### config.mk
export PLATFORM = sky130hd
export DESIGN_NAME = kdi_top
export DESIGN_NICKNAME = d
export VERILOG_FILES = /design/src/logic/kdi_pkg.sv /design/src/logic/kdi_top.sv
export SDC_FILE = /design/constraint.sdc
export NUM_CORES = 1
export LEC_CHECK = 0
export BUFFER_PORTS_ARGS = -buffer_cell sky130_fd_sc_hd__buf_4
export CORE_ASPECT_RATIO = 1.4
export CORE_MARGIN = 3
export CORE_UTILIZATION = 50
export DETAILED_ROUTE_END_ITERATION = 12
export GPL_ROUTABILITY_DRIVEN = 0
export PLACE_DENSITY = 0.65
export SYNTH_ARGS = -nofsm -noshare
export SYNTH_HDL_FRONTEND = slang
export SYNTH_SLANG_ARGS = --single-unit
### constraint.sdc
create_clock -name core_clk -period 3.7 [get_ports core_clk]
set_input_delay 0.185 -clock core_clk [delete_from_list [all_inputs] [get_ports core_clk]]
set_output_delay 0.185 -clock core_clk [all_outputs]
set_load 0.01 [all_outputs]
### src/logic/kdi_pkg.sv
// Shared constants and types for the keypad and display two-wire target.
package kdi_pkg;
  localparam int CLK_NS = 10;
  localparam int KEY_N = 8;
  localparam int DATA_W = 8;
  localparam int REG_AW = 2;
  localparam logic [REG_AW-1:0] REG_CFG = 2'h0;
  localparam logic [REG_AW-1:0] REG_STAT = 2'h1;
  localparam logic [REG_AW-1:0] REG_KEY = 2'h2;
  localparam logic [REG_AW-1:0] REG_CTRL = 2'h3;
  localparam logic [6:0] DEF_OWN_ADDR = 7'h20;
  localparam int CMD_W = 6;
  localparam logic [CMD_W-1:0] CMD_RST = 6'h00;
  localparam int ST_MAINT = 0;
  localparam int ST_LANG = 1;
  localparam int ST_MCHG = 2;
  localparam int ST_LCHG = 3;
  localparam int ST_PEND = 4;
  localparam int ST_PWR = 5;
  localparam int ST_BUSY = 6;
  localparam logic [1:0] RD_IDX_KEY = 2'h0;
  localparam logic [1:0] RD_IDX_STAT = 2'h1;
  localparam logic [3:0] BITS_BYTE = 4'h8;
  localparam logic [3:0] BIT_LAST = 4'h7;
  localparam int DISP_CLK_NS = 1000;
  localparam int DISP_HALF_CYC = (DISP_CLK_NS + 2 * CLK_NS - 1) / (2 * CLK_NS);
  localparam int DIV_W = 8;
  localparam logic [2:0] GLYPH_COLS = 3'h5;
  localparam logic [3:0] ROT_SPAN = 4'h8;
  localparam int SYNC_W = 20;
  localparam int SCL_POS = 8;
  localparam int SDA_POS = 9;
  localparam int MAINT_POS = 10;
  localparam int LANG_POS = 11;
  localparam int SUP_POS = 12;

  typedef struct packed {
    logic dispReset;
    logic blank;
    logic beep;
    logic [2:0] lamps;
  } kdi_cmd_t;

  typedef enum logic [2:0] {
    TS_IDLE, TS_ADDR, TS_ACKA, TS_WR, TS_ACKW, TS_RD, TS_ACKR
  } kdi_tstate_t;
endpackage

### src/logic/kdi_top.sv
// Keypad and display front-panel target on a two-wire serial bus.
//
// Our own choices: the register addresses and the plain strobed port.
`timescale 1ns/1ps
module kdi_top #(
  parameter logic [7:0] BO_THRESH = 8'hC0,
  parameter int OFF_TIME_MS = 100,
  parameter int OFF_W = 24,
  parameter bit MAINT_FITTED = 1'b1
) (
  input wire logic core_clk, // System clock, 100 MHz.
  input wire logic arst_n, // Asynchronous reset, active low.
  input wire logic [kdi_pkg::KEY_N-1:0] keyIn, // Key lines, high when pressed.
  input wire logic maintSwIn, // Maintenance switch level.
  input wire logic langSwIn, // Second-language switch level.
  input wire logic [7:0] supplyLevel, // Digitised display supply level.
  input wire logic sclIn, // Bus clock from host.
  input wire logic sdaIn, // Bus data level.
  output logic sdaOut, // Bus data drive value, always low.
  output logic sdaOe, // Bus data pull-down enable.
  output logic keyIntN, // Key interrupt line, active low.
  output logic keyReady, // New key word ready.
  output logic [2:0] lampOut, // Front-panel status lamps.
  output logic beeper, // Beeper drive.
  output logic [kdi_pkg::DATA_W-1:0] dispData, // Display column data.
  output logic dispClk, // Display transfer clock.
  output logic dispBlank, // Display blank.
  output logic dispResetN, // Display reset, active low.
  output logic dispPowerEn, // Display supply enable.
  output logic maintLed, // Board maintenance indicator.
  input wire logic [kdi_pkg::REG_AW-1:0] regAddr, // Register address.
  input wire logic [7:0] regWrData, // Register write data.
  input wire logic regWr, // Register write strobe.
  input wire logic regRd, // Register read strobe.
  output logic [7:0] regRdData // Register read data, one cycle after strobe.
);
  localparam logic [OFF_W-1:0] OFF_CYC = OFF_W'(OFF_TIME_MS * (1000000 / kdi_pkg::CLK_NS));
  localparam logic [kdi_pkg::DIV_W-1:0] DIV_END = kdi_pkg::DIV_W'(kdi_pkg::DISP_HALF_CYC - 1);
  localparam logic [kdi_pkg::SYNC_W-1:0] SYNC_IDLE = (kdi_pkg::SYNC_W'(1) << kdi_pkg::SCL_POS) |
                                                     (kdi_pkg::SYNC_W'(1) << kdi_pkg::SDA_POS);

  logic [kdi_pkg::SYNC_W-1:0] s1Ff, s2Ff;
  logic sclPrevFf, sdaPrevFf;
  logic [kdi_pkg::KEY_N-1:0] keyPrevFf, keyWordFf;
  logic pendingFf, maintPrevFf, langPrevFf, maintChgFf, langChgFf;
  kdi_pkg::kdi_tstate_t stFf, nxt_st;
  logic [7:0] shiftFf, nxt_shift;
  logic [3:0] bitCntFf, nxt_bitCnt;
  logic selFf, nxt_sel, rwFf, nxt_rw, hostAckFf, nxt_hostAck, nxt_sdaOe;
  logic [1:0] idxFf, nxt_idx;
  logic [6:0] ownAddrFf;
  kdi_pkg::kdi_cmd_t cmdFf;
  logic [7:0] charFf;
  logic busyFf, phaseFf;
  logic [2:0] colFf;
  logic [kdi_pkg::DIV_W-1:0] divFf;
  logic [OFF_W-1:0] offFf;

  wire logic [kdi_pkg::KEY_N-1:0] keyS = s2Ff[kdi_pkg::KEY_N-1:0];
  wire logic sclS = s2Ff[kdi_pkg::SCL_POS];
  wire logic sdaS = s2Ff[kdi_pkg::SDA_POS];
  wire logic maintS = s2Ff[kdi_pkg::MAINT_POS];
  wire logic langS = s2Ff[kdi_pkg::LANG_POS];
  wire logic [7:0] supplyS = s2Ff[kdi_pkg::SUP_POS +: 8];
  wire logic sclRise = sclS & ~sclPrevFf;
  wire logic sclFall = ~sclS & sclPrevFf;
  wire logic busStart = sclS & sclPrevFf & sdaPrevFf & ~sdaS;
  wire logic busStop = sclS & sclPrevFf & ~sdaPrevFf & sdaS;
  wire logic keyPress = |(keyS & ~keyPrevFf);
  wire logic addrMatch = shiftFf[7:2] == ownAddrFf[6:1];
  wire logic byteDone = sclFall & (bitCntFf == kdi_pkg::BITS_BYTE);
  wire logic ackSample = (stFf == kdi_pkg::TS_ACKR) & sclRise & ~sdaS;
  wire logic keyAck = ackSample & ~selFf & (idxFf == kdi_pkg::RD_IDX_KEY);
  wire logic statAck = ackSample & ~selFf & (idxFf == kdi_pkg::RD_IDX_STAT);
  wire logic cmdWrite = (stFf == kdi_pkg::TS_WR) & byteDone & ~selFf;
  wire logic charTake = (stFf == kdi_pkg::TS_WR) & byteDone & selFf & ~busyFf & dispPowerEn;
  wire logic boLow = supplyS < BO_THRESH;
  wire logic [7:0] statByte = {1'b0, busyFf, dispPowerEn, pendingFf, langChgFf, maintChgFf, langS, maintS};
  // The index of the byte about to be loaded is worked out here, so the read mux never feeds back on the FSM.
  wire logic [1:0] rdIdx = (stFf == kdi_pkg::TS_ACKR) ? idxFf + 2'h1 : kdi_pkg::RD_IDX_KEY;
  wire logic [7:0] readByte = selFf ? 8'h00 :
                              (rdIdx == kdi_pkg::RD_IDX_KEY) ? keyWordFf :
                              (rdIdx == kdi_pkg::RD_IDX_STAT) ? statByte : 8'h00;
  wire logic divTick = divFf == DIV_END;
  wire logic [15:0] charDbl = {charFf, charFf};
  wire logic [3:0] rotBase = kdi_pkg::ROT_SPAN - {1'b0, colFf};
  wire logic [7:0] colData = charDbl[rotBase +: 8];
  wire logic [7:0] regMux = (regAddr == kdi_pkg::REG_CFG) ? {1'b0, ownAddrFf} :
                            (regAddr == kdi_pkg::REG_STAT) ? statByte :
                            (regAddr == kdi_pkg::REG_KEY) ? keyWordFf : {2'h0, cmdFf};

  // Key, switch, supply and bus pins reach logic only after two stages; the first stage feeds nothing else.
  // Bus lines reset to their idle high level, so no false edge follows reset.
  always_ff @(posedge core_clk or negedge arst_n)
  begin
    if (!arst_n)
    begin
      s1Ff <= SYNC_IDLE;
      s2Ff <= SYNC_IDLE;
      sclPrevFf <= 1'b1;
      sdaPrevFf <= 1'b1;
    end
    else
    begin
      s1Ff <= {supplyLevel, langSwIn, maintSwIn, sdaIn, sclIn, keyIn};
      s2Ff <= s1Ff;
      sclPrevFf <= sclS;
      sdaPrevFf <= sdaS;
    end
  end

  // A second press while pending refreshes the word; the interrupt simply stays asserted.
  always_ff @(posedge core_clk or negedge arst_n)
  begin
    if (!arst_n)
    begin
      keyPrevFf <= '0;
      keyWordFf <= '0;
      pendingFf <= 1'b0;
      keyIntN <= 1'b1;
      keyReady <= 1'b0;
    end
    else
    begin
      keyPrevFf <= keyS;
      if (keyPress)
        keyWordFf <= keyS;
      pendingFf <= keyPress | (pendingFf & ~keyAck);
      keyIntN <= ~pendingFf;
      keyReady <= pendingFf;
    end
  end

  always_ff @(posedge core_clk or negedge arst_n)
  begin
    if (!arst_n)
    begin
      maintPrevFf <= 1'b0;
      langPrevFf <= 1'b0;
      maintChgFf <= 1'b0;
      langChgFf <= 1'b0;
      maintLed <= 1'b0;
    end
    else
    begin
      maintPrevFf <= maintS;
      langPrevFf <= langS;
      maintChgFf <= (maintS ^ maintPrevFf) | (maintChgFf & ~statAck);
      langChgFf <= (langS ^ langPrevFf) | (langChgFf & ~statAck);
      maintLed <= MAINT_FITTED & maintS;
    end
  end

  // Target state machine; the host owns the clock, so every step waits on its edges.
  always_comb
  begin
    nxt_st = stFf;
    nxt_shift = shiftFf;
    nxt_bitCnt = bitCntFf;
    nxt_sel = selFf;
    nxt_rw = rwFf;
    nxt_idx = idxFf;
    nxt_hostAck = hostAckFf;
    nxt_sdaOe = sdaOe;
    case (stFf)
      kdi_pkg::TS_ADDR, kdi_pkg::TS_WR:
      begin
        if (sclRise)
        begin
          nxt_shift = {shiftFf[6:0], sdaS};
          nxt_bitCnt = bitCntFf + 4'h1;
        end
        else if (byteDone && stFf == kdi_pkg::TS_ADDR)
        begin
          nxt_st = addrMatch ? kdi_pkg::TS_ACKA : kdi_pkg::TS_IDLE;
          nxt_sdaOe = addrMatch;
          nxt_sel = shiftFf[1];
          nxt_rw = shiftFf[0];
        end
        else if (byteDone)
        begin
          nxt_st = kdi_pkg::TS_ACKW;
          nxt_sdaOe = selFf ? charTake : 1'b1;
        end
      end
      kdi_pkg::TS_ACKA, kdi_pkg::TS_ACKW:
      begin
        if (sclFall)
        begin
          nxt_bitCnt = 4'h0;
          nxt_idx = kdi_pkg::RD_IDX_KEY;
          if (rwFf)
          begin
            nxt_st = kdi_pkg::TS_RD;
            nxt_shift = readByte;
            nxt_sdaOe = ~readByte[7];
          end
          else
          begin
            nxt_st = kdi_pkg::TS_WR;
            nxt_sdaOe = 1'b0;
          end
        end
      end
      kdi_pkg::TS_RD:
      begin
        if (sclFall && bitCntFf == kdi_pkg::BIT_LAST)
        begin
          nxt_st = kdi_pkg::TS_ACKR;
          nxt_sdaOe = 1'b0;
        end
        else if (sclFall)
        begin
          nxt_shift = {shiftFf[6:0], 1'b0};
          nxt_bitCnt = bitCntFf + 4'h1;
          nxt_sdaOe = ~shiftFf[6];
        end
      end
      kdi_pkg::TS_ACKR:
      begin
        if (sclRise)
          nxt_hostAck = ~sdaS;
        else if (sclFall && hostAckFf)
        begin
          nxt_st = kdi_pkg::TS_RD;
          nxt_idx = idxFf + 2'h1;
          nxt_bitCnt = 4'h0;
          nxt_shift = readByte;
          nxt_sdaOe = ~readByte[7];
        end
        else if (sclFall)
          nxt_st = kdi_pkg::TS_IDLE;
      end
      default:
        nxt_sdaOe = 1'b0;
    endcase
    if (busStart)
    begin
      nxt_st = kdi_pkg::TS_ADDR;
      nxt_bitCnt = 4'h0;
      nxt_sdaOe = 1'b0;
    end
    else if (busStop)
    begin
      nxt_st = kdi_pkg::TS_IDLE;
      nxt_sdaOe = 1'b0;
    end
  end

  always_ff @(posedge core_clk or negedge arst_n)
  begin
    if (!arst_n)
    begin
      stFf <= kdi_pkg::TS_IDLE;
      shiftFf <= '0;
      bitCntFf <= '0;
      selFf <= 1'b0;
      rwFf <= 1'b0;
      idxFf <= '0;
      hostAckFf <= 1'b0;
      sdaOe <= 1'b0;
      sdaOut <= 1'b0;
    end
    else
    begin
      stFf <= nxt_st;
      shiftFf <= nxt_shift;
      bitCntFf <= nxt_bitCnt;
      selFf <= nxt_sel;
      rwFf <= nxt_rw;
      idxFf <= nxt_idx;
      hostAckFf <= nxt_hostAck;
      sdaOe <= nxt_sdaOe;
      sdaOut <= 1'b0;
    end
  end

  always_ff @(posedge core_clk or negedge arst_n)
  begin
    if (!arst_n)
    begin
      ownAddrFf <= kdi_pkg::DEF_OWN_ADDR;
      cmdFf <= kdi_pkg::CMD_RST;
      regRdData <= '0;
      lampOut <= '0;
      beeper <= 1'b0;
      dispBlank <= 1'b0;
      dispResetN <= 1'b0;
    end
    else
    begin
      if (regWr && regAddr == kdi_pkg::REG_CFG)
        ownAddrFf <= regWrData[6:0];
      if (cmdWrite)
        cmdFf <= shiftFf[kdi_pkg::CMD_W-1:0];
      regRdData <= regRd ? regMux : 8'h00;
      lampOut <= cmdFf.lamps;
      beeper <= cmdFf.beep;
      dispBlank <= cmdFf.blank | ~dispPowerEn;
      dispResetN <= ~cmdFf.dispReset & dispPowerEn;
    end
  end

  // Off-time restarts on every dip, so a flickering supply keeps the panel dark.
  always_ff @(posedge core_clk or negedge arst_n)
  begin
    if (!arst_n)
    begin
      offFf <= '0;
      dispPowerEn <= 1'b0;
    end
    else
    begin
      offFf <= boLow ? OFF_CYC : (offFf != '0) ? offFf - OFF_W'(1) : offFf;
      dispPowerEn <= ~boLow & (offFf == '0);
    end
  end

  // One character at a time; a character sent while busy is refused with a not-acknowledge.
  always_ff @(posedge core_clk or negedge arst_n)
  begin
    if (!arst_n)
    begin
      charFf <= '0;
      busyFf <= 1'b0;
      phaseFf <= 1'b0;
      colFf <= '0;
      divFf <= '0;
      dispClk <= 1'b0;
      dispData <= '0;
    end
    else
    begin
      divFf <= (divTick || !busyFf) ? '0 : divFf + kdi_pkg::DIV_W'(1);
      if (charTake)
      begin
        charFf <= shiftFf;
        busyFf <= 1'b1;
        colFf <= '0;
        phaseFf <= 1'b0;
      end
      else if (!dispPowerEn)
      begin
        busyFf <= 1'b0;
        dispClk <= 1'b0;
      end
      else if (busyFf && divTick)
      begin
        phaseFf <= ~phaseFf;
        dispClk <= ~phaseFf;
        if (!phaseFf)
          dispData <= colData;
        else if (colFf == kdi_pkg::GLYPH_COLS - 3'h1)
          busyFf <= 1'b0;
        else
          colFf <= colFf + 3'h1;
      end
    end
  end
endmodule

== Yosys cells after proc, flatten, opt, wreduce, memory -nomap -nowiden ==
Index checks and enable logic that the tools add are counted.
Cells by class
  $add $sub $neg: 6
  $mul: 0
  div/mod/pow operators: 0
  $lt $le $gt $ge: 1
  eq/ne operators: 41
  shift operators: 1
  muxes and demuxes: 71
  bitwise logic cells: 48
  reductions and logical operators: 35
Operators with widths (count)
  $mux 8: 14
  $mux 24: 2
  $mux 3: 16
  $pmux 8 s4: 1
  $mux 4: 7
  $logic_not 24->1: 1
  $reduce_bool 24->1: 1
  $sub 24x1->24 const B: 1
  $and 1x1->1: 23
  $mux 1: 21
  $not 1->1: 17
  $ne 4x4->1 const B: 4
  $pmux 4 s4: 1
  $shiftx 16x5->8: 1
  $ne 3x3->1 const B: 5
  $ne 2x2->1 const B: 7
  $reduce_and 7->1: 2
  $eq 3x3->1 const B: 4
  $pmux 3 s4: 1
  $reduce_and 4->1: 3
  $mux 2: 5
  $ne 5x5->1 const B: 2
  $reduce_bool 2->1: 5
  $ne 3x1->1 const B: 3
  other kinds (38): 56
Storage, ports and cells
  bits in registers: 168
  bits in latches: 0
  memory bits (writable): 0
  memory bits (read-only): 0
  input port bits: 34
  output and inout bits: 29
  memories: 0

== Longest topological paths before layout ==
  depth in word-level cells: 14
  gate-level depth with buffers: 9

== Least setup slack after synthesis ==
No wires, ideal clock.
  kind: register to register
  start point: register colFf[0]
  end point: register dispData[7] (netlist name)
  arrival time: 2.125 ns
  data required time: 3.563 ns
  path slack: 1.438 ns
  stages on the path, launching flop included: 10
  path buffers: 3
  period minus slack after synthesis: 2.262 ns
  cell sequence: dfrtp_1 clkbuf_1 clkbuf_1 inv_1 ha_1 ha_1 buf_1 nor2_1 a22oi_1 a21oi_1
On the way
  word-level cells in the longest chain between the ends: 2
Ends and longest elaborated chain
  start: declaration: RTL line kdi_top.sv:55  | logic [2:0] colFf;
  start signal: assignment: RTL line kdi_top.sv:356  | colFf <= colFf + 3'h1;
  $sub 4x3->4: RTL line kdi_top.sv:86  | wire logic [3:0] rotBase = kdi_pkg::ROT_SPAN - {1'b0, colFf};
  $shiftx 16x5->8: RTL line kdi_top.sv:87  | wire logic [7:0] colData = charDbl[rotBase +: 8];
  end signal: assignment: RTL line kdi_top.sv:352  | dispData <= colData;
  end: declaration: RTL line kdi_top.sv:25  | output logic [kdi_pkg::DATA_W-1:0] dispData,
Every way passes these cells.
A chain may end at the register's enable or synchronous reset.

== Final worst setup path ==
  start point: register sclPrevFf
  end point: register sdaOe
On the way
  word-level cells in the longest chain between the ends: 13
  elaborated cells between the ends (all ways): 31
  those cells by class: eq/ne: 6; mux: 8; bitwise: 13; reduce/logical: 4
Ends and longest elaborated chain
  start: declaration: RTL line kdi_top.sv:43  | logic sclPrevFf, sdaPrevFf;
  start signal: assignment: RTL line kdi_top.sv:107  | sclPrevFf <= sclS;
  $and 1x1->1: RTL line kdi_top.sv:66  | wire logic sclFall = ~sclS & sclPrevFf;
  $and 1x1->1: RTL line kdi_top.sv:71  | wire logic byteDone = sclFall & (bitCntFf == kdi_pkg::BITS_BYTE);
  $and 1x1->1 (4 in series): RTL line kdi_top.sv:76  | wire logic charTake = (stFf == kdi_pkg::TS_WR) & byteDone & selFf & ~busyFf & dispPowerEn;
  $mux 1: RTL line kdi_top.sv:183  | nxt_sdaOe = selFf ? charTake : 1'b1;
  $mux 1: RTL line kdi_top.sv:180  | else if (byteDone)
  $mux 1: RTL line kdi_top.sv:173  | else if (byteDone && stFf == kdi_pkg::TS_ADDR)
  $mux 1: RTL line kdi_top.sv:168  | if (sclRise)
  $pmux 1 s4: RTL line kdi_top.sv:165  | case (stFf)
  $mux 1: RTL line kdi_top.sv:243  | else if (busStop)
  $mux 1: RTL line kdi_top.sv:237  | if (busStart)
  end signal: assignment: RTL line kdi_top.sv:273  | sdaOe <= nxt_sdaOe;
  end: declaration: RTL line kdi_top.sv:20  | output logic sdaOe,
Parallel ways exist; a longest one is shown, timed or not. The select of a mux whose other input is x is not followed.

==> results.yml <==
run_status:
  status: "completed"
timing:
  achievable-frequency_mhz: 399.1
  max_slew_margin_pct: 34.85
  setup_viol_count_final: 0
  hold_viol_final: 0
  maxSlewViolCount: 0
  fin_crit_sh_pct: 67.72
  fin_setup_tns_ps: 0
  rsz0062_at_grt: "no"
  period_needed_ps: 2506
  tightest_slew_ps: 973.7
  finClkSkew_ps: 28.48
power_and_ir_drop:
  switching_share_pct: 32.57
  p_switching_uw: 1592
  p_seq_share_pct: 43.7
  p_clk_share_pct: 36.4
  totalPowerFinal_uw: 4887
  peakVddDrop_mv: 0.3620
  powerDensity_nw_per_um2: 579.5
  power_leakage_uw: 0.003738
  p_int_uw: 3295
  p_comb_share_pct: 19.9
placed_design:
  postPlaceCellArea_sq_um: 7606
  portBuffers: 54
  hpwl_um: 9907
setup_path:
  crit_buf_inv: 0
  cp_top_family: "simple AND/OR/NAND/NOR gates"
  critical_path_required_ps: 4030
  r2r_slack_ps: 1190
  cp_cell_sequence: "and2b_1 -> nand4_1 -> nor3_2 -> a211o_1 -> a221oi_1 -> o31ai_1"
  max_stage_delay_ps: 760
  critPathCaptureType: "flop"
  path_depth: 6
  crit_type: "flop to flop"
  reg2reg_from: "sclPrevFf"
  slowest_stage: "nor3_2"
  cp.arrival_ps: 2840
  reg2reg_to: "sdaOe"
  rr_worst_depth: 6
  worstPathMaxFanout: 14
  critPathLaunchType: "flop"
synthesis:
  synth_fp_nets: 678
  seq_area_frac_synth_pct: 55.42
  synthFlopType: "dfrtp_1"
  synth_edf_count: 0
  synth.avg_cell_area_sq_um: 11.14
  syn_area_sq_um: 7062
  synth_seq_cells: 156
  ys_types: 63
  ys.warnings.count: 0
  async_flop_share_pct: 100.0
  postSynthCellCount: 634
floorplan:
  die-area_sq_um: 15610
  start_util_pct: 52.02
  pin_count: 63
  die_y_um: 146.6
  coreArea_sq_um: 13580
  die_w_um: 106.4
  std_cell_rows: 50
clocking:
  clock_latency_ps: 430
  clock_sinks: 156
  worst_setup_hold_path_clk_slew_ps: 70
  htreeDepth: 4
  cts_tree: "done"
  numCtsBuffers: 17
  cts_root_buffer: "clkbuf_16"
  cts_buffer_depth: 2
cells_and_area:
  final_cell_mix: "dfrtp_1, nor2_1, buf_4"
  drive_above_1_share_pct: 18.02
  num_antenna_cells: 0
  syn_to_final_growth_pct: 19.40
  final_common_cell: "dfrtp_1"
  fin_nets: 747
  finalInstanceArea_sq_um: 8432
flow_run:
  cap_violations: 0
global_route:
  antenna_found_initial: 0
  grt_pass1_wl_um: 24430
  grt_max_degree: 107
  grt.overflow.total: 0
  grt_usage_pct: 19.40
  grt_pass1_vias: 4985
worst_hold_path:
  whs_endpoint: "ownAddrFf[3]"
  hold_depth: 2
  min_from: "regWrData[3]"
  hp-class: "input port to flop"
route:
  drtAntennaViolNets: 0
  drc_errors: 0
  drt-pass1-iter-count: 4
  drt_iter0_markers: 249
  viasPerCell: 5.461
  routed_wl_um: 14310
  routedWlPerCell_um: 15.93
  vias: 4904
## final cells by class
class | instances | area, sq um
inverters | 24 | 90.09
multi-input cells | 428 | 2950
clock buffers | 17 | 425.4
repair buffers | 76 | 624.3
clock inverters | 15 | 200.2
fillers | 1112 | 5144
well taps | 182 | 227.7
flip-flops and latches | 156 | 3914
## cell families (layout without fill, tap and decap cells)
logic type	after synthesis	after routing	synth area share, %
compound gates	115	115	10.24
mux	57	57	9.851
buf+inv	50	132	2.799
flops	156	156	55.42
other cells	1	1	0.05310
xor+xnor	34	34	4.217
simple gates	210	210	15.50
fa+ha+maj	11	11	1.914
## worst register-to-register path: cells and delay by family (launching register included)
family,cells,cell delay (ps)
AND/OR/NAND/NOR,3,1380
AO/OA/AOI/OAI,3,490
flip-flops,1,560
## worst max path at each step
stage,from,endpoint,slack (ps)
after CTS,sclPrevFf,sdaOe,1150
after global placement,sclPrevFf,sdaOe,1240
final,sclPrevFf,sdaOe,1190
after detailed placement,sclPrevFf,sdaOe,1190
after global routing,sclPrevFf,sdaOe,950
after floorplan,colFf[0],dispData[7],1440
## per-layer routing
metal / vias to the layer above / part of all wire, % / GRT usage (%)
li1: 2364 / - / -
met3: 6 / 2.5 / 3.759
met5: - / 0 / 0
met2: 80 / 56 / 34.99
met1: 2454 / 41 / 23.51
met4: 0 / 0.76 / 5.502
## stage by stage
stage | hold slack (ps) | utilization [%] | worst slack (ps) | std cells
after global routing | 1.476 | 62.11 | 952.8 | 898
after global placement | 294.6 | 56.03 | 1239 | 846
after CTS | 2.632 | 62.11 | 1146 | 898
after detailed placement | 295.3 | 56.03 | 1191 | 846
final | 2.110 | 62.11 | 1194 | 898
after floorplan | -110.6 | - | 1438 | 634
## Yosys cell counts (3+ instances only)
| master | instances | area, sq um |
|---|---|---|
| a21o_1 | 5 | 37.54 |
| a21oi_1 | 34 | 170.2 |
| a22o_1 | 3 | 26.28 |
| a22oi_1 | 15 | 112.6 |
| a31oi_1 | 4 | 25.02 |
| and2_1 | 11 | 68.82 |
| and3_1 | 5 | 31.28 |
| buf_1 | 3 | 11.26 |
| buf_2 | 5 | 25.02 |
| clkbuf_1 | 17 | 63.81 |
| dfrtp_1 | 148 | 3704 |
| dfstp_2 | 8 | 210.2 |
| ha_1 | 10 | 125.1 |
| inv_1 | 24 | 90.09 |
| mux2_1 | 25 | 281.5 |
| mux2_2 | 15 | 168.9 |
| mux2i_1 | 11 | 110.1 |
| mux4_2 | 6 | 135.1 |
| nand2_1 | 46 | 172.7 |
| nand2b_1 | 5 | 31.28 |
| nand3_1 | 16 | 80.08 |
| nand3b_1 | 5 | 37.54 |
| nand4b_1 | 5 | 43.79 |
| nor2_1 | 66 | 247.7 |
| nor2b_1 | 7 | 43.79 |
| nor3_1 | 10 | 50.05 |
| nor3_2 | 3 | 30.03 |
| nor4_1 | 5 | 31.28 |
| o211ai_1 | 3 | 22.52 |
| o21ai_0 | 18 | 90.09 |
| o21ai_1 | 12 | 60.06 |
| o22ai_1 | 5 | 31.28 |
| or3_1 | 5 | 31.28 |
| or4_1 | 4 | 30.03 |
| xnor2_1 | 16 | 140.1 |
| xor2_1 | 18 | 157.7 |
## what timing repair did
item | in CTS | in global routing
endpoints found under the hold margin | 120 | 0
setup buffers | 0 | 0
gates resized for setup | 0 | 0
hold buffers | 20 | 0
## power groups by stage
stage / clock [uW] / combinational [uW] / sequential [uW]
floorplan: 0 / 817 / 2020
global placement: 0 / 930 / 2150
detailed placement: 0 / 954 / 2160
CTS: 1820 / 977 / 2130
global route: 1890 / 1100 / 2170
finish: 1780 / 973 / 2140
## sequential cells by signal (all words and copies together) (netlist names), 6 cells and up
signal / cells
charFf: 8
regRdData: 8
offFf: 24
s2Ff: 14
keyWordFf: 8
divFf: 8
dispData: 8
ownAddrFf: 7
s1Ff: 14
shiftFf: 8
keyPrevFf: 8
cmdFf: 6
(Power assumes the default switching activity.)
